--- src/shared/xcvr_rst_regs.svh ---
`ifndef XCVR_RST_REGS_SVH
`define XCVR_RST_REGS_SVH

// wishbone register byte offsets
`define REG_CTRL 8'h00
`define REG_STATUS 8'h04
`define REG_RATE 8'h08
// control fields
`define CTRL_START 0
`define CTRL_MANUAL 1
`define CTRL_PCIE 2
`define CTRL_RECONF 3
`define RATE_W 2
`define RATE_RESET 2'h0
// timing in ns (rx pulse in cycles) and the 100 MHz clock period
`define CLK_NS 10
`define T_PWRDN_NS 1000
`define T_RXDIG_NS 4000
`define T_LTD_NS 15000
`define T_RXPULSE_CYC 2
// cycle counts rounded up
`define CYC_PWRDN ((`T_PWRDN_NS + `CLK_NS - 1) / `CLK_NS)
`define CYC_RXDIG ((`T_RXDIG_NS + `CLK_NS - 1) / `CLK_NS)
`define CYC_LTD ((`T_LTD_NS + `CLK_NS - 1) / `CLK_NS)
`endif

--- src/shared/xcvr_rst_pkg.sv ---
package xcvr_rst_pkg;
  typedef enum {
    ST_IDLE, ST_PWRDN, ST_TXLOCK, ST_RXLOCK, ST_RXWAIT, ST_LTD_WAIT, ST_RUN,
    ST_PCIE_LOST, ST_PCIE_DATA, ST_PCIE_WAIT, ST_PCIE_PULSE, ST_RECONF, ST_RECONF_BUSY
  } seq_state_t;
  // resets and cdr controls toward the transceiver
  typedef struct packed {
    logic pll_powerdown;
    logic tx_logic_reset;
    logic rx_frontend_reset;
    logic rx_logic_reset;
    logic lock_to_ref;
    logic lock_to_data;
  } xcvr_ctrl_t;
  // flags back from the transceiver
  typedef struct packed {
    logic pll_locked;
    logic rx_ref_locked;
    logic rx_data_locked;
    logic busy;
  } xcvr_stat_t;
endpackage : xcvr_rst_pkg

--- src/design/xcvr_rst_seq.sv ---
`timescale 1ns/1ps
`include "xcvr_rst_regs.svh"
module xcvr_rst_seq #(
  parameter int CNT_W = 16,
  parameter int PWRDN_CYC = `CYC_PWRDN,
  parameter int RXDIG_CYC = `CYC_RXDIG,
  parameter int LTD_CYC = `CYC_LTD
) (
  input wire logic i_clock,
  input wire logic i_rst,
  input wire logic i_wb_cyc,
  input wire logic i_wb_stb,
  input wire logic i_wb_we,
  input wire logic [7:0] i_wb_adr,
  input wire logic [3:0] i_wb_sel,
  input wire logic [31:0] i_wb_dat,
  output logic [31:0] o_wb_dat,
  output logic o_wb_ack,
  input wire xcvr_rst_pkg::xcvr_stat_t i_stat,
  output xcvr_rst_pkg::xcvr_ctrl_t o_ctrl,
  output logic [`RATE_W-1:0] o_rate_sel,
  output logic o_reconf_commit,
  output logic o_rx_data_valid
);
  import xcvr_rst_pkg::*;

  seq_state_t state_r, state_nxt;
  xcvr_ctrl_t ctrl_r, ctrl_nxt;
  logic [CNT_W-1:0] cnt_r, cnt_nxt;
  logic manual_r, manual_nxt;
  logic pcie_r, pcie_nxt;
  logic start_r, start_nxt;
  logic reconf_r, reconf_nxt;
  logic [`RATE_W-1:0] rate_r, rate_nxt;
  logic [`RATE_W-1:0] rate_out_r, rate_out_nxt;
  logic commit_r, commit_nxt;
  logic valid_r, valid_nxt;
  logic ack_r, ack_nxt;
  logic [31:0] rdat_r, rdat_nxt;
  logic pcie_normal_r, pcie_normal_nxt;
  logic wr_req;
  logic rd_req;
  logic cnt_done_pwrdn;
  logic cnt_done_rxdig;
  logic cnt_done_ltd;

  // wishbone decode and counter compares
  assign wr_req = i_wb_cyc && i_wb_stb && i_wb_we && !ack_r;
  assign rd_req = i_wb_cyc && i_wb_stb && !i_wb_we && !ack_r;
  assign cnt_done_pwrdn = (cnt_r >= CNT_W'(PWRDN_CYC - 1));
  assign cnt_done_rxdig = (cnt_r >= CNT_W'(RXDIG_CYC - 1));
  assign cnt_done_ltd = (cnt_r >= CNT_W'(LTD_CYC - 1));

  // register slave: one-cycle ack, unmapped reads zero
  always_comb begin
    ack_nxt = i_wb_cyc && i_wb_stb && !ack_r;
    rdat_nxt = rdat_r;
    manual_nxt = manual_r;
    pcie_nxt = pcie_r;
    start_nxt = 1'b0;
    reconf_nxt = 1'b0;
    rate_nxt = rate_r;
    if (wr_req && i_wb_adr == `REG_CTRL && i_wb_sel[0]) begin
      start_nxt = i_wb_dat[`CTRL_START];
      manual_nxt = i_wb_dat[`CTRL_MANUAL];
      pcie_nxt = i_wb_dat[`CTRL_PCIE];
      reconf_nxt = i_wb_dat[`CTRL_RECONF];
    end
    if (wr_req && i_wb_adr == `REG_RATE && i_wb_sel[0]) begin
      rate_nxt = i_wb_dat[`RATE_W-1:0];
    end
    if (rd_req) begin
      case (i_wb_adr)
        `REG_CTRL: rdat_nxt = {29'h0, pcie_r, manual_r, 1'b0};
        `REG_STATUS: rdat_nxt = {16'h0, 4'(state_r), 4'h0, i_stat, valid_r, 1'b0, ctrl_r[1:0]};
        `REG_RATE: rdat_nxt = {30'h0, rate_r};
        default: rdat_nxt = 32'h0;
      endcase
    end
  end

  // sequencer: one state machine per channel instance
  always_comb begin
    state_nxt = state_r;
    ctrl_nxt = ctrl_r;
    cnt_nxt = cnt_r + CNT_W'(1);
    rate_out_nxt = rate_out_r;
    commit_nxt = 1'b0;
    valid_nxt = valid_r;
    pcie_normal_nxt = pcie_normal_r;
    case (state_r)
      ST_IDLE: begin
        ctrl_nxt = '{1'b1, 1'b1, 1'b1, 1'b1, 1'b1, 1'b0};
        cnt_nxt = '0;
        if (start_r) begin
          state_nxt = ST_PWRDN;
        end
      end
      ST_PWRDN: begin
        // lock-to-ref held through power-down; auto mode lets go at release
        if (cnt_done_pwrdn) begin
          ctrl_nxt.pll_powerdown = 1'b0;
          ctrl_nxt.lock_to_ref = manual_r;
          state_nxt = ST_TXLOCK;
        end
      end
      ST_TXLOCK: begin
        // tx release also waits out busy, same as after a rate change
        if (i_stat.pll_locked && !i_stat.busy) begin
          ctrl_nxt.tx_logic_reset = 1'b0;
        end
        if (!i_stat.busy) begin
          ctrl_nxt.rx_frontend_reset = 1'b0;
        end
        if (!ctrl_r.tx_logic_reset && !ctrl_r.rx_frontend_reset) begin
          state_nxt = ST_RXLOCK;
        end
        cnt_nxt = '0;
      end
      ST_RXLOCK: begin
        cnt_nxt = '0;
        if (pcie_r && !pcie_normal_r && i_stat.rx_ref_locked) begin
          ctrl_nxt.rx_logic_reset = 1'b0;
          valid_nxt = 1'b1;
          pcie_normal_nxt = 1'b1;
          state_nxt = ST_RUN;
        end else if (!pcie_r && manual_r && i_stat.rx_ref_locked) begin
          state_nxt = ST_LTD_WAIT;
        end else if (!pcie_r && !manual_r && i_stat.rx_data_locked) begin
          state_nxt = ST_RXWAIT;
        end
      end
      ST_LTD_WAIT: begin
        if (cnt_done_ltd) begin
          ctrl_nxt.lock_to_ref = 1'b0;
          ctrl_nxt.lock_to_data = 1'b1;
          cnt_nxt = '0;
          state_nxt = ST_RXWAIT;
        end
      end
      ST_RXWAIT: begin
        if (cnt_done_rxdig) begin
          ctrl_nxt.rx_logic_reset = 1'b0;
          valid_nxt = 1'b1;
          state_nxt = ST_RUN;
        end
      end
      ST_RUN: begin
        cnt_nxt = '0;
        if (reconf_r) begin
          rate_out_nxt = rate_r;
          ctrl_nxt.tx_logic_reset = 1'b1;
          state_nxt = ST_RECONF;
        end else if (pcie_r && pcie_normal_r && !i_stat.rx_data_locked) begin
          valid_nxt = 1'b0;
          state_nxt = ST_PCIE_LOST;
        end
      end
      ST_PCIE_LOST: begin
        if (i_stat.rx_ref_locked) begin
          state_nxt = ST_PCIE_DATA;
        end
      end
      ST_PCIE_DATA: begin
        cnt_nxt = '0;
        if (i_stat.rx_data_locked) begin
          state_nxt = ST_PCIE_WAIT;
        end
      end
      ST_PCIE_WAIT: begin
        if (cnt_done_rxdig) begin
          ctrl_nxt.rx_logic_reset = 1'b1;
          cnt_nxt = '0;
          state_nxt = ST_PCIE_PULSE;
        end
      end
      ST_PCIE_PULSE: begin
        if (cnt_r >= CNT_W'(`T_RXPULSE_CYC - 1)) begin
          ctrl_nxt.rx_logic_reset = 1'b0;
          valid_nxt = 1'b1;
          state_nxt = ST_RUN;
        end
      end
      ST_RECONF: begin
        commit_nxt = 1'b1;
        state_nxt = ST_RECONF_BUSY;
        cnt_nxt = '0;
      end
      ST_RECONF_BUSY: begin
        // wait one cycle for busy to rise before trusting its fall
        if (cnt_r != '0 && !i_stat.busy) begin
          ctrl_nxt.tx_logic_reset = 1'b0;
          state_nxt = ST_RUN;
        end
      end
      default: begin
        state_nxt = ST_IDLE;
      end
    endcase
    if (cnt_r == '1) begin
      cnt_nxt = cnt_r;
    end
  end

  // state registers
  always_ff @(posedge i_clock or posedge i_rst) begin
    if (i_rst) begin
      state_r <= ST_IDLE;
      ctrl_r <= '{1'b1, 1'b1, 1'b1, 1'b1, 1'b1, 1'b0};
      cnt_r <= '0;
      manual_r <= 1'b0;
      pcie_r <= 1'b0;
      start_r <= 1'b0;
      reconf_r <= 1'b0;
      rate_r <= `RATE_RESET;
      rate_out_r <= `RATE_RESET;
      commit_r <= 1'b0;
      valid_r <= 1'b0;
      ack_r <= 1'b0;
      rdat_r <= 32'h0;
      pcie_normal_r <= 1'b0;
    end else begin
      state_r <= state_nxt;
      ctrl_r <= ctrl_nxt;
      cnt_r <= cnt_nxt;
      manual_r <= manual_nxt;
      pcie_r <= pcie_nxt;
      start_r <= start_nxt;
      reconf_r <= reconf_nxt;
      rate_r <= rate_nxt;
      rate_out_r <= rate_out_nxt;
      commit_r <= commit_nxt;
      valid_r <= valid_nxt;
      ack_r <= ack_nxt;
      rdat_r <= rdat_nxt;
      pcie_normal_r <= pcie_normal_nxt;
    end
  end

  // outputs straight from flops
  assign o_ctrl = ctrl_r;
  assign o_rate_sel = rate_out_r;
  assign o_reconf_commit = commit_r;
  assign o_rx_data_valid = valid_r;
  assign o_wb_ack = ack_r;
  assign o_wb_dat = rdat_r;
endmodule : xcvr_rst_seq

--- config.mk ---
export PLATFORM = sky130hd
export DESIGN_NAME = xcvr_rst_seq
export DESIGN_NICKNAME = d
export VERILOG_FILES = /design/src/shared/xcvr_rst_pkg.sv /design/src/design/xcvr_rst_seq.sv
export VERILOG_INCLUDE_DIRS = /design/src /design/src/shared
export SDC_FILE = /design/constraint.sdc
export NUM_CORES = 1
export LEC_CHECK = 0
export BUFFER_PORTS_ARGS = -buffer_cell sky130_fd_sc_hd__buf_2
export CAP_MARGIN = 20
export CORE_MARGIN = 10
export CORE_UTILIZATION = 35
export CTS_CLUSTER_DIAMETER = 40
export DETAILED_ROUTE_END_ITERATION = 7
export PLACE_DENSITY_LB_ADDON = 0.05
export SYNTH_ARGS = -nofsm -noshare
export SYNTH_HDL_FRONTEND = slang
export SYNTH_SLANG_ARGS = --single-unit
--- constraint.sdc ---
create_clock -name i_clock -period 4.64 [get_ports i_clock]
set_input_delay 0.464 -clock i_clock [delete_from_list [all_inputs] [get_ports i_clock]]
set_output_delay 0.464 -clock i_clock [all_outputs]
set_load 0.01 [all_outputs]
=== Word-level counts from Yosys, hierarchy flattened ===
Index checks and enable logic that the tools add are counted.

* Register bits: 98
* Bits in latches: 0
* RAM bits: 0
* Memory bits (read-only): 0
* Input bits: 53
* Output and inout bits: 43
* Logic and storage cells: 153
* Memories: 0

* $add $sub $neg: 1
* $mul: 0
* Divide/modulo/power cells: 0
* Magnitude comparators: 4
* Equal/unequal tests: 33
* Shifts and indexed selects: 0
* Muxes and demuxes: 45
* Bitwise gates (word level): 0
* Reductions and logical operators: 51

{| class="wikitable"
|+ Operators with widths
! operator !! count
|-
| 32-bit two-way mux || 15
|-
| 32-bit case mux with 13 select lines || 1
|-
| 32-bit by 4-bit == test with 1-bit output (second input constant) || 5
|-
| 32-bit by 3-bit == test with 1-bit output (second input constant) || 4
|-
| 16-bit case mux with 3 select lines || 2
|-
| 32-bit by 2-bit == test with 1-bit output (second input constant) || 2
|-
| 32-bit by 1-bit == test with 1-bit output (second input constant) || 1
|-
| 32-bit logical NOT || 1
|-
| 16-bit two-way mux || 2
|-
| 2-bit inequality test (second input constant) || 16
|-
| 1-bit logical AND || 21
|-
| 1-bit two-way mux || 17
|-
| 16-bit by 1-bit adder with 16-bit output (second input constant) || 1
|-
| 16-bit == test (second input constant) || 1
|-
| 16-bit by 1-bit greater-or-equal comparator with 1-bit output (second input constant) || 1
|-
| 16-bit by 11-bit greater-or-equal comparator with 1-bit output (second input constant) || 1
|-
| 16-bit by 7-bit greater-or-equal comparator with 1-bit output (second input constant) || 1
|-
| 16-bit by 9-bit greater-or-equal comparator with 1-bit output (second input constant) || 1
|-
| 16-bit nonzero test || 1
|-
| 12-bit AND reduction || 1
|-
| 2-bit AND reduction || 5
|-
| 1-bit logical NOT || 9
|-
| 8-bit by 3-bit == test with 1-bit output (second input constant) || 1
|-
| 8-bit by 4-bit == test with 1-bit output (second input constant) || 1
|-
| 17 further kinds || 23
|}

=== Depth between registers and ports, before layout ===
Gate-level depths: netlist (run 1).

* Depth after elaboration: 7
* Depth in mapped cells: 7
* Mapped depth without buffers: 7

=== Worst setup path before layout (run 1) ===
Ideal clock, no wire load.

* Kind: reg2reg
* From: reg cnt_r[0]
* To: reg state_r[3]
* Library setup time: 128 ps
* Data arrival time: 1829 ps
* Data required time: 4512 ps
* Path slack: 2684 ps
* Cell stages (with the launch flop): 7
* Buffers on the path: 0
* Period minus slack after synthesis: 1956 ps
* Path through: dfrtp_1 > ha_1 > nand3_1 > a21oi_1 > o32ai_2 > nor4_2 > mux2_1

* Cells in the longest elaborated chain, start to end: 4
* Elaborated cells between the ends (all ways): 13
* Classes of those cells: order compare: 4; eq/ne: 6; reduce/logical: 3

{| class="wikitable"
|+ Ends and longest elaborated chain
! item !! RTL line !! text
|-
| start, declared || xcvr_rst_seq.sv:29 || <nowiki>logic [CNT_W-1:0] cnt_r, cnt_nxt;</nowiki>
|-
| start signal, assigned || xcvr_rst_seq.sv:225 || <nowiki>cnt_r <= cnt_nxt;</nowiki>
|-
| branches (longest 3 deep; another with 16-bit by 1-bit greater-or-equal comparator with 1-bit output) || - ||
|-
| 12-bit AND reduction (no line) (*) || - ||
|-
| end signal, assigned || xcvr_rst_seq.sv:223 || <nowiki>state_r <= state_nxt;</nowiki>
|-
| end, declared || xcvr_rst_seq.sv:27 || <nowiki>seq_state_t state_r, state_nxt;</nowiki>
|}

Mark *: on every way between the ends.
A chain may end at the register's enable or synchronous reset.

=== Final worst setup path (run 1) ===
* From: reg cnt_r[0]
* To: reg cnt_r[0]

* Cells in the longest elaborated chain, start to end: 3
* Elaborated cells between the ends (all ways): 7
* Classes of those cells: add/sub: 1; order compare: 2; eq/ne: 1; mux: 3

{| class="wikitable"
|+ Ends and longest elaborated chain
! item !! RTL line !! text
|-
| 16-bit by 1-bit adder with 16-bit output (tied with other cells) || xcvr_rst_seq.sv:86 || <nowiki>cnt_nxt = cnt_r + CNT_W'(1);</nowiki>
|-
| 16-bit two-way mux, on equally long branches || xcvr_rst_seq.sv:171, xcvr_rst_seq.sv:134 ||
|-
| 16-bit case mux with 3 select lines || xcvr_rst_seq.sv:91 || <nowiki>case (state_r)</nowiki>
|}

Several ways; a longest one is shown, not always the timed one.

==> out/qor.tcl, run 1 <==
set qor(cp-end-kind) {flip-flop}
set qor(remaining_drc_errors) 0
set qor(synth.cell_area_um2) 3035
set qor(post_drt_via_cell_ratio) 5.224
set qor(cp_data_arrival_time_ps) 2670
set qor(synth_largest_area_cell) {sky130_fd_sc_hd__dfrtp_1}
set qor(final_max_slew_viol_count) 0
set qor(route.vias.total) 2377
set qor(timing.critical_path.from_type) {flip-flop}
set qor(synth_edf_count) 0
set qor(status) {completed}
set qor(hold_path_class) {primary input to asynchronous set/reset pin}
set qor(tritoncts) {done}
set qor(post-route-cell-area_um2) 3301
set qor(hold_viol) 0
set qor(critPathMostFrequentCell) {sky130_fd_sc_hd__nand3_1}
set qor(hold_buffers) 0
set qor(timing.reg2reg.setup_slack_ps) 2150
set qor(critical_path.slowest_cell) {sky130_fd_sc_hd__nand3_1}
set qor(clk_pin_slew_worst_paths_ps) 90
set qor(clock_insertion_delay_worst_skew_ps) 300
set qor(leakagePower_nw) 1.580
set qor(synth_top_area_cells) {sky130_fd_sc_hd__dfrtp_1, sky130_fd_sc_hd__buf_4, sky130_fd_sc_hd__dfstp_2, sky130_fd_sc_hd__mux2_2, sky130_fd_sc_hd__nor2_1}
set qor(grt_setup_unrepaired) {false}
set qor(floorplan.initialDensity_pct) 36.39
set qor(rr_startpoint) {cnt_r[0]}
set qor(grt_max_degree) 51
set qor(grt_overflow) 0
set qor(critPathKind) {flip-flop to flip-flop}
set qor(core-area_um2) 8341
set qor(final_antenna_net_count) 0
set qor(antennaDiodeCount) 0
set qor(sequential_cell_area_um2) 1257
set qor(cap_violations) 0
set qor(yosys-top-cells-count) {sky130_fd_sc_hd__dfrtp_1, sky130_fd_sc_hd__nor2_1, sky130_fd_sc_hd__nand2_1, sky130_fd_sc_hd__buf_4, sky130_fd_sc_hd__o21ai_0}
set qor(proportion_of_synthesized_chip_area_in_sequential_cells_pct) 41.43
set qor(fmax_ghz) 0.4010
set qor(clock_sinks) 50
set qor(slew_headroom_pct) 41.33
set qor(final.setup_skew_ps) 6.589
set qor(timing.reg2reg.worst_path_depth) 6
set qor(multi_input_area_um2) 1574
set qor(final_nets) 407
set qor(cts_post_setup_buffers_inserted) 0
set qor(maximum_vdd_drop_mv) 0.1025
set qor(req_time_crit_path_ps) 4820
set qor(count_of_routing_violations_after_the_opening_detailed_route_iteration) 113
set qor(regToRegEndpoint) {cnt_r[0]}
set qor(globalplace.congestion) 0.8047
set qor(critPathMaxStageDelay_ps) 590
set qor(placed_cell_area_um2) 3221
set qor(combined_buffer_and_inverter_count_along_the_critical_path) 0
set qor(avgRoutedWirePerCell_um) 17.20
set qor(detailedPlacementHpwl_mm) 5.630
set qor(num-fill-cells) 858
set qor(chipHeight_um) 113.1
set qor(cts_max_level) 2
set qor(finalSetupViolations) 0
set qor(dr.pass1.iters) 4
set qor(cts_made_buffers) 5
set qor(fin_tns_setup_ps) 0
set qor(cts_max_path_buffers) 2
set qor(synthMostInstantiatedCell) {sky130_fd_sc_hd__dfrtp_1}
set qor(synth.ff_latch_count) 50
set qor(postSynth.topFlopCell) {sky130_fd_sc_hd__dfrtp_1}
set qor(detail_route.wirelength_mm) 7.828
set qor(synthesis.instances) 315
set qor(placement.io_buffers) 44
set qor(via_count_of_the_first_global_routing_pass) 2404
set qor(postSynth.asyncResetShare_pct) 100.0
set qor(critPathMaxFanout) 17
set qor(synth.avg_cell_area_um2) 9.636
set qor(layout-drive-gt1-share_pct) 23.71
set qor(timing.critical_path.cells) {ha_1, nand3_1, nor3_1, nand3_1, nand2_1, o21ai_0}
set qor(area_growth_pct) 8.739
set qor(ys_types) 68
set qor(pin_count) 96
set qor(clock-root-buffer) {sky130_fd_sc_hd__clkbuf_8}
set qor(critical_path.top_delay_family) {simple AND/OR/NAND/NOR gates}
set qor(grtUsageTotal_pct) 11.95
set qor(post_cts_resized) 0
set qor(dieWidth_um) 113.1
set qor(tightestPinTransition_ps) 877.8
set qor(finalCriticalPeriod_ps) 2494
set qor(grt_first_pass_wirelength_mm) 12.85
set qor(antenna_found_initial) 0
set qor(dieArea_um2) 12800
set qor(core.rowCount) 33
set qor(synthesis.yosys.warnings) 0
set qor(netlist.area_leader.share_pct) 37.10
set qor(timing.final.crit_share_pct) 53.74
set qor(power_density_nw_per_um2) 218.9
==> cells in the final DEF, fill, tap and decap left out, types with 6 or more instances in the layout <==
cell type                 count
sky130_fd_sc_hd__a21oi_1     10
sky130_fd_sc_hd__a22o_1       9
sky130_fd_sc_hd__inv_1        7
sky130_fd_sc_hd__mux2_2       9
sky130_fd_sc_hd__nand2_1     25
sky130_fd_sc_hd__nor3_1       7
sky130_fd_sc_hd__nor2_1      26
sky130_fd_sc_hd__dfrtp_1     45
sky130_fd_sc_hd__conb_1      20
sky130_fd_sc_hd__buf_2       44
sky130_fd_sc_hd__o21ai_0     15
sky130_fd_sc_hd__nand3_1     12
sky130_fd_sc_hd__o21ai_1      8
sky130_fd_sc_hd__xor2_1       8
sky130_fd_sc_hd__xnor2_1      6
sky130_fd_sc_hd__nand4_1      6
==> sequential cells by signal, indices dropped and copies added (netlist names), 2 cells and up <==
signal,cells
o_wb_dat,12
o_ctrl,6
cnt_r,16
o_rate_sel,2
state_r,4
rate_r,2
==> cell families after synthesis <==
| logic type | Yosys count | synth area share (%) |
|---|---|---|
| XOR/XNOR | 14 | 4.040 |
| buffers and inverters | 44 | 9.068 |
| flip-flops | 50 | 41.43 |
| AO/OA/AOI/OAI | 73 | 17.11 |
| adder cells (fa/ha/maj) | 4 | 1.649 |
| AND/OR/NAND/NOR | 114 | 21.23 |
| other | 1 | 0.1235 |
| multiplexers | 15 | 5.359 |
==> per-stage QoR <==
step | instances | hold slack, ps | power, mW | setup slack [ps] | util (%)
3_5_place_dp | 448 | 469.1 | 0.4823 | 2124 | 38.61
3_3_place_gp | 448 | 463.2 | 0.4819 | 2104 | 38.61
6_report | 455 | 338.2 | 0.7226 | 2146 | 39.57
2_1_floorplan | 334 | 471.6 | 0.4770 | 2684 | -
5_1_grt | 455 | 380.6 | 0.7584 | 1847 | 39.57
4_1_cts | 455 | 355.5 | 0.7417 | 2123 | 39.57
==> worst reg2reg max path, delay by kind of cell (launching register included) <==
family	cells	cell delay [ps]
AOI/OAI and AO/OA	1	90
adders and majority gates	1	330
DFF	1	490
and+or+nand+nor	4	1450
==> final cells by class <==
class,count,area share [%]
flip-flops and latches,50,38.10
inverters,8,0.9098
multi-input cells,240,47.69
well taps,105,3.980
clock buffers,6,2.199
repair buffers,45,6.899
clock inverters,1,0.2274
==> power by group <==
group / leakage (nW) / internal (mW) / total, mW / switching [mW]
combinational: 0.882 / 0.00983 / 0.0363 / 0.0264
sequential: 0.660 / 0.436 / 0.437 / 0.000651
clock: 0.0373 / 0.104 / 0.249 / 0.145
total: 1.58 / 0.550 / 0.723 / 0.172
==> metal layers <==
| metal | share of wire, % | track usage [%] |
|---|---|---|
| met1 | 47 | 16.08 |
| met4 | 0.68 | 2.538 |
| met2 | 48 | 18.78 |
| met3 | 4.8 | 3.064 |
| met5 | 0 | 0 |
==> worst max path at each step <==
stage,from,to,slack [ps],depth (start not counted)
finish,cnt_r[0],cnt_r[0],2150,6
global route,cnt_r[0],cnt_r[1],1850,5
CTS,cnt_r[0],cnt_r[1],2120,5
detailed placement,cnt_r[0],cnt_r[0],2120,6
global placement,cnt_r[0],cnt_r[0],2100,6
floorplan,cnt_r[0],state_r[3],2680,6
Note: power is estimated with default switching activity, not from simulation.
==> run 2: changes to the inputs <==
==> constraint.sdc (replaced) <==
create_clock -name i_clock -period 2.1 [get_ports i_clock]
set_input_delay 0.21 -clock i_clock [delete_from_list [all_inputs] [get_ports i_clock]]
set_output_delay 0.21 -clock i_clock [all_outputs]
set_load 0.01 [all_outputs]
==> out/qor.tcl, run 2 (synthesis results as in run 1) <==
set qor(clk_pin_slew_worst_paths_ps) 90
set qor(cts_post_setup_buffers_inserted) 0
set qor(remaining_drc_errors) 0
set qor(layout_commonest_cell) {sky130_fd_sc_hd__buf_2}
set qor(timing.reg2reg.worst_path_depth) 6
set qor(netSwitchingPower_mw) 0.3888
set qor(hold_viol) 0
set qor(timing.critical_path.from_type) {flip-flop}
set qor(grt_first_pass_wirelength_mm) 13.25
set qor(area_growth_pct) 20.12
set qor(fmax_ghz) 0.5033
set qor(critPathKind) {flip-flop to flip-flop}
set qor(placement.io_buffers) 44
set qor(timing.final.crit_share_pct) 94.61
set qor(floorplan.initialDensity_pct) 36.39
set qor(critPathMaxFanout) 14
set qor(fin_tns_setup_ps) 0
set qor(timing.reg2reg.setup_slack_ps) 110
set qor(antennaDiodeCount) 0
set qor(holdCritStartpoint) {i_stat[3]}
set qor(avgRoutedWirePerCell_um) 16.75
set qor(final_antenna_net_count) 0
set qor(clock-root-buffer) {sky130_fd_sc_hd__clkbuf_8}
set qor(share_clk_of_total_power_pct) 36.2
set qor(rr_startpoint) {state_r[3]}
set qor(cp-end-kind) {flip-flop}
set qor(cts_made_buffers) 5
set qor(dr.pass1.iters) 4
set qor(cts_max_level) 2
set qor(p_comb_share_pct) 5.2
set qor(antenna_found_initial) 0
set qor(finalCriticalPeriod_ps) 1987
set qor(largest_register) {cnt_r}
set qor(tightestPinTransition_ps) 509.6
set qor(maximum_vdd_drop_mv) 0.2648
set qor(final_max_slew_viol_count) 0
set qor(clock_sinks) 50
set qor(detailedPlacementHpwl_mm) 6.205
set qor(final_nets) 442
set qor(min_to) {o_wb_dat[7]}
set qor(power.switching_fraction_pct) 23.62
set qor(status) {completed}
set qor(post_drt_via_cell_ratio) 5.191
set qor(globalplace.congestion) 0.8246
set qor(grt_overflow) 0
set qor(cts_max_path_buffers) 2
set qor(grtUsageTotal_pct) 12.35
set qor(core.rowCount) 33
set qor(dieWidth_um) 113.1
set qor(clock_insertion_delay_worst_skew_ps) 300
set qor(detail_route.wirelength_mm) 8.226
set qor(slew_headroom_pct) 65.98
set qor(finalSetupViolations) 0
set qor(layout-drive-gt1-share_pct) 32.64
set qor(cp_data_arrival_time_ps) 2180
set qor(dieArea_um2) 12800
set qor(grt_max_degree) 30
set qor(regToRegEndpoint) {o_rx_data_valid}
set qor(grt_setup_unrepaired) {false}
set qor(layout_common_cells) {sky130_fd_sc_hd__buf_2, sky130_fd_sc_hd__dfrtp_1, sky130_fd_sc_hd__buf_4, sky130_fd_sc_hd__nor2_1, sky130_fd_sc_hd__nand2_1}
set qor(worst_hold_path.num_cells) 2
set qor(seq_power_share_pct) 58.7
set qor(cap_violations) 0
set qor(route.vias.total) 2549
set qor(final.setup_skew_ps) 4.880
set qor(tritoncts) {done}
set qor(via_count_of_the_first_global_routing_pass) 2514
set qor(leakagePower_nw) 1.775
set qor(req_time_crit_path_ps) 2290
set qor(core-area_um2) 8341
set qor(timing.hold.ws_ps) 145.5
set qor(hold_path_class) {primary input to flip-flop}
set qor(chipHeight_um) 113.1
set qor(largest_reg_flops) 16
set qor(pin_count) 96
set qor(internal_mw) 1.257
set qor(count_of_routing_violations_after_the_opening_detailed_route_iteration) 161
set qor(power_density_nw_per_um2) 451.4
run 2: layout make-up:
cell class / instances / area, um^2
multi-input cells: 241 / 1633
fillers: 849 / 4695
clock inverters: 1 / 5.005
well taps: 105 / 131.4
inverters: 8 / 30.03
clock buffers: 7 / 86.33
repair buffers: 79 / 498.0
flip-flops and latches: 50 / 1262
run 2: worst max-delay path by stage:
stage               slack, ps         endpoint  startpoint  cells past startpoint
floorplan                 140       state_r[3]    cnt_r[0]                      6
global placement           30        cnt_r[12]  state_r[1]                      6
detailed placement         60        cnt_r[12]  state_r[1]                      6
CTS                        40        cnt_r[12]    cnt_r[1]                      6
global route                7       state_r[3]  state_r[1]                      5
finish                    110  o_rx_data_valid  state_r[3]                      6
run 2: critical path: stages, from the launching register on:
cell	delay, ps
sky130_fd_sc_hd__dfrtp_2	510
sky130_fd_sc_hd__nand2b_1	250
sky130_fd_sc_hd__a211oi_1	270
sky130_fd_sc_hd__a311oi_1	90
sky130_fd_sc_hd__a211oi_1	260
sky130_fd_sc_hd__buf_4	180
sky130_fd_sc_hd__mux2_2	320
run 2: what timing repair did:
| item | in CTS | in global routing |
|---|---|---|
| hold buffers | 1 | 0 |
| gates resized for setup | 0 | 13 |
| hold endpoints to repair | 18 | 0 |
| setup endpoints to repair | 0 | 20 |
run 2: power by group through the flow:
stage / Clock, mW / Combinational, mW / Sequential (mW)
floorplan: 0 / 0.0691 / 0.985
global placement: 0 / 0.0841 / 0.984
detailed placement: 0 / 0.0841 / 0.984
CTS: 0.614 / 0.0855 / 0.966
global route: 0.648 / 0.0979 / 0.966
finish: 0.596 / 0.0849 / 0.966
run 2: metrics by stage:
step | total power, mW | util, % | worst slack, ps | instances | instance area [um^2]
3_3_place_gp | 1.068 | 41.73 | 29.60 | 481 | 3481
2_1_floorplan | 1.054 | - | 143.6 | 334 | 3107
6_report | 1.646 | 43.71 | 113.3 | 491 | 3646
3_5_place_dp | 1.068 | 41.73 | 56.12 | 481 | 3481
5_1_grt | 1.712 | 43.71 | 6.615 | 491 | 3646
4_1_cts | 1.665 | 42.95 | 35.48 | 490 | 3582
run 2: metal layers:
metal	track usage [%]	share of wire [%]
met4	2.792	1.2
met1	17.90	48
met5	0	0
met3	2.641	4.7
met2	18.13	46
==> run 3: changes to the inputs <==
--- a/config.mk
+++ b/config.mk
@@ -6,6 +6,7 @@
 export SDC_FILE = /design/constraint.sdc
 export NUM_CORES = 1
 export LEC_CHECK = 0
+export ABC_AREA = 1
 export BUFFER_PORTS_ARGS = -buffer_cell sky130_fd_sc_hd__buf_2
 export CAP_MARGIN = 20
 export CORE_MARGIN = 10
==> out/qor.tcl, run 3 <==
set qor(status) {completed}
set qor(final_antenna_net_count) 0
set qor(timing.final.crit_share_pct) 89.72
set qor(dp_worst_setup_slack_ps) 225.3
set qor(grt_max_degree) 27
set qor(dr.max_layer_used) {met4}
set qor(layoutNonFillerInstCount) 601
set qor(finalSetupViolations) 0
set qor(proportion_of_synthesized_chip_area_in_sequential_cells_pct) 39.04
set qor(cts_max_level) 2
set qor(maximum_vdd_drop_mv) 0.3088
set qor(via_count_of_the_first_global_routing_pass) 2850
set qor(layout_common_cells) {sky130_fd_sc_hd__nand2_1, sky130_fd_sc_hd__inv_1, sky130_fd_sc_hd__nor2_1, sky130_fd_sc_hd__dfrtp_1, sky130_fd_sc_hd__buf_2}
set qor(area_growth_pct) 11.73
set qor(cts_post_setup_buffers_inserted) 0
set qor(clock_insertion_delay_worst_skew_ps) 310
set qor(detail_route.wirelength.met1_mm) 4.039
set qor(timing.critical_path.from_type) {flip-flop}
set qor(antenna_found_initial) 0
set qor(critPathMaxFanout) 9
set qor(synth.cell_area_um2) 3221
set qor(largest_register) {cnt_r}
set qor(final_nets) 549
set qor(tritoncts) {done}
set qor(dr.pass1.iters) 5
set qor(core.rowCount) 34
set qor(internal_mw) 1.867
set qor(count_of_routing_violations_after_the_opening_detailed_route_iteration) 141
set qor(postSynth.topFlopCell) {sky130_fd_sc_hd__dfrtp_1}
set qor(req_time_crit_path_ps) 2340
set qor(synth.ff_latch_count) 50
set qor(dieArea_um2) 13440
set qor(finalWorstSetupSlack_ps) 215.8
set qor(fmax_ghz) 0.5307
set qor(cts_max_path_buffers) 2
set qor(routed-wl-met2_mm) 4.017
set qor(critPathKind) {flip-flop to flip-flop}
set qor(cp_data_arrival_time_ps) 2120
set qor(seq_power_share_pct) 37.1
set qor(synth_edf_count) 0
set qor(finalCriticalPeriod_ps) 1884
set qor(layout_commonest_cell) {sky130_fd_sc_hd__nand2_1}
set qor(layout-drive-gt1-share_pct) 18.26
set qor(synthesis.instances) 443
set qor(netlist.area_leader.share_pct) 34.97
set qor(clock_sinks) 50
set qor(core-area_um2) 8848
set qor(avgRoutedWirePerCell_um) 14.29
set qor(clock-root-buffer) {sky130_fd_sc_hd__clkbuf_8}
set qor(grt_first_pass_wirelength_mm) 14.13
set qor(clk_pin_slew_worst_paths_ps) 90
set qor(ys_types) 41
set qor(synth_largest_area_cell) {sky130_fd_sc_hd__dfrtp_1}
set qor(slew_headroom_pct) 59.03
set qor(detail_route.wirelength_mm) 8.587
set qor(synthMostInstantiatedCell) {sky130_fd_sc_hd__nand2_1}
set qor(postSynth.asyncResetShare_pct) 100.0
set qor(cp-end-kind) {flip-flop}
set qor(share_clk_of_total_power_pct) 17.6
set qor(dieWidth_um) 115.9
set qor(route.vias.total) 2926
set qor(largest_reg_flops) 16
set qor(placed_cell_area_um2) 3497
set qor(cap_violations) 0
set qor(detailedPlacementHpwl_mm) 6.790
set qor(grt_overflow) 0
set qor(pin_count) 96
set qor(leakagePower_nw) 1.969
set qor(chipHeight_um) 115.9
set qor(antennaDiodeCount) 0
set qor(final_max_slew_viol_count) 0
set qor(yosys-top-cells-count) {sky130_fd_sc_hd__nand2_1, sky130_fd_sc_hd__inv_1, sky130_fd_sc_hd__nor2_1, sky130_fd_sc_hd__dfrtp_1, sky130_fd_sc_hd__nand3_1}
set qor(hold_viol) 0
set qor(post-place-cells) 592
set qor(synthesis.yosys.warnings) 0
set qor(power_density_nw_per_um2) 939.5
set qor(cts_made_buffers) 5
set qor(post-route-cell-area_um2) 3598
set qor(post_drt_via_cell_ratio) 4.869
set qor(grtUsageTotal_pct) 12.94
set qor(hold_path_class) {primary input to flip-flop}
set qor(final.setup_skew_ps) 8.150
set qor(fin_tns_setup_ps) 0
set qor(synth_top_area_cells) {sky130_fd_sc_hd__dfrtp_1, sky130_fd_sc_hd__nand2_1, sky130_fd_sc_hd__inv_1, sky130_fd_sc_hd__nand3_1, sky130_fd_sc_hd__nor2_1}
set qor(globalplace.congestion) 0.8871
set qor(remaining_drc_errors) 0
set qor(netSwitchingPower_mw) 1.514
set qor(synth.avg_cell_area_um2) 7.270
set qor(placement.io_buffers) 44
set qor(met3WireLength_um) 462
set qor(floorplan.initialDensity_pct) 36.40
set qor(grt_setup_unrepaired) {false}
set qor(tightestPinTransition_ps) 613.6
set qor(p_comb_share_pct) 45.3
set qor(power.switching_fraction_pct) 44.79
==> run 3: cell type report <==
type	count	area, um^2
Timing Repair Buffer	48	265.3
Multi-Input combinational cell	330	1635
Clock inverter	1	5.005
Tap cell	108	135.1
Sequential cell	50	1257
Inverter	57	214.0
Clock buffer	7	86.33
Fill cell	973	5250
==> run 3: stage by stage <==
step	util (%)	hold slack (ps)	power, mW
2_1_floorplan	-	316.2	2.420
6_report	40.67	111.6	3.381
3_3_place_gp	39.52	322.3	2.797
5_1_grt	40.67	110.6	3.687
4_1_cts	40.67	101.6	3.420
3_5_place_dp	39.52	324.3	2.796
==> run 3: final timing paths <==
| kind | from | to | slack (ps) | cells after the start |
|---|---|---|---|---|
| max in group asynchronous | i_rst | o_ctrl[2] | 950 | 4 |
| min | i_wb_dat[3] | reconf_r | 110 | 3 |
| min reg2reg | o_wb_ack | o_wb_ack | 460 | 1 |
| max reg2reg | cnt_r[0] | cnt_r[8] | 220 | 5 |
| min in group asynchronous | i_rst | o_rate_sel[0] | 520 | 3 |
| max | cnt_r[0] | cnt_r[8] | 220 | 5 |
==> run 3: timing repair <==
item / CTS / global route
hold buffers: 1 / 0
resized for setup: 0 / 0
hold endpoints to repair: 24 / 0
==> run 3: routing by layer <==
metal,global-route usage (%),vias up
met4,3.753,0
met2,21.12,69
li1,-,1476
met1,17.20,1373
met3,2.171,8
met5,0,-
==> run 3: logic make-up (layout without fill, tap and decap cells) <==
| group | Yosys count | after routing | share of synthesized area (%) |
|---|---|---|---|
| AOI/OAI and AO/OA | 45 | 45 | 7.731 |
| xor gates and xnor gates | 10 | 10 | 2.719 |
| adders and majority gates | 4 | 4 | 1.554 |
| buffers and inverters | 82 | 113 | 12.39 |
| DFF | 50 | 50 | 39.04 |
| muxes | 2 | 2 | 0.6993 |
| other | 1 | 20 | 0.1164 |
| and+or+nand+nor | 249 | 249 | 35.74 |
==> run 3: critical path, stage by stage (launching register included) <==
cell and delay (ps):
sky130_fd_sc_hd__dfrtp_1 460, sky130_fd_sc_hd__ha_1 280, sky130_fd_sc_hd__nand3_2 140, sky130_fd_sc_hd__nor3_1 330
sky130_fd_sc_hd__nand3_1 380, sky130_fd_sc_hd__nand4_1 220
==> run 3: power by group through the flow <==
stage / Sequential (mW) / Combinational, mW / Clock, mW
after floorplan: 1.23 / 1.19 / 0
after global placement: 1.27 / 1.53 / 0
after detailed placement: 1.27 / 1.53 / 0
after CTS: 1.25 / 1.53 / 0.633
after global routing: 1.28 / 1.74 / 0.665
final: 1.25 / 1.53 / 0.596
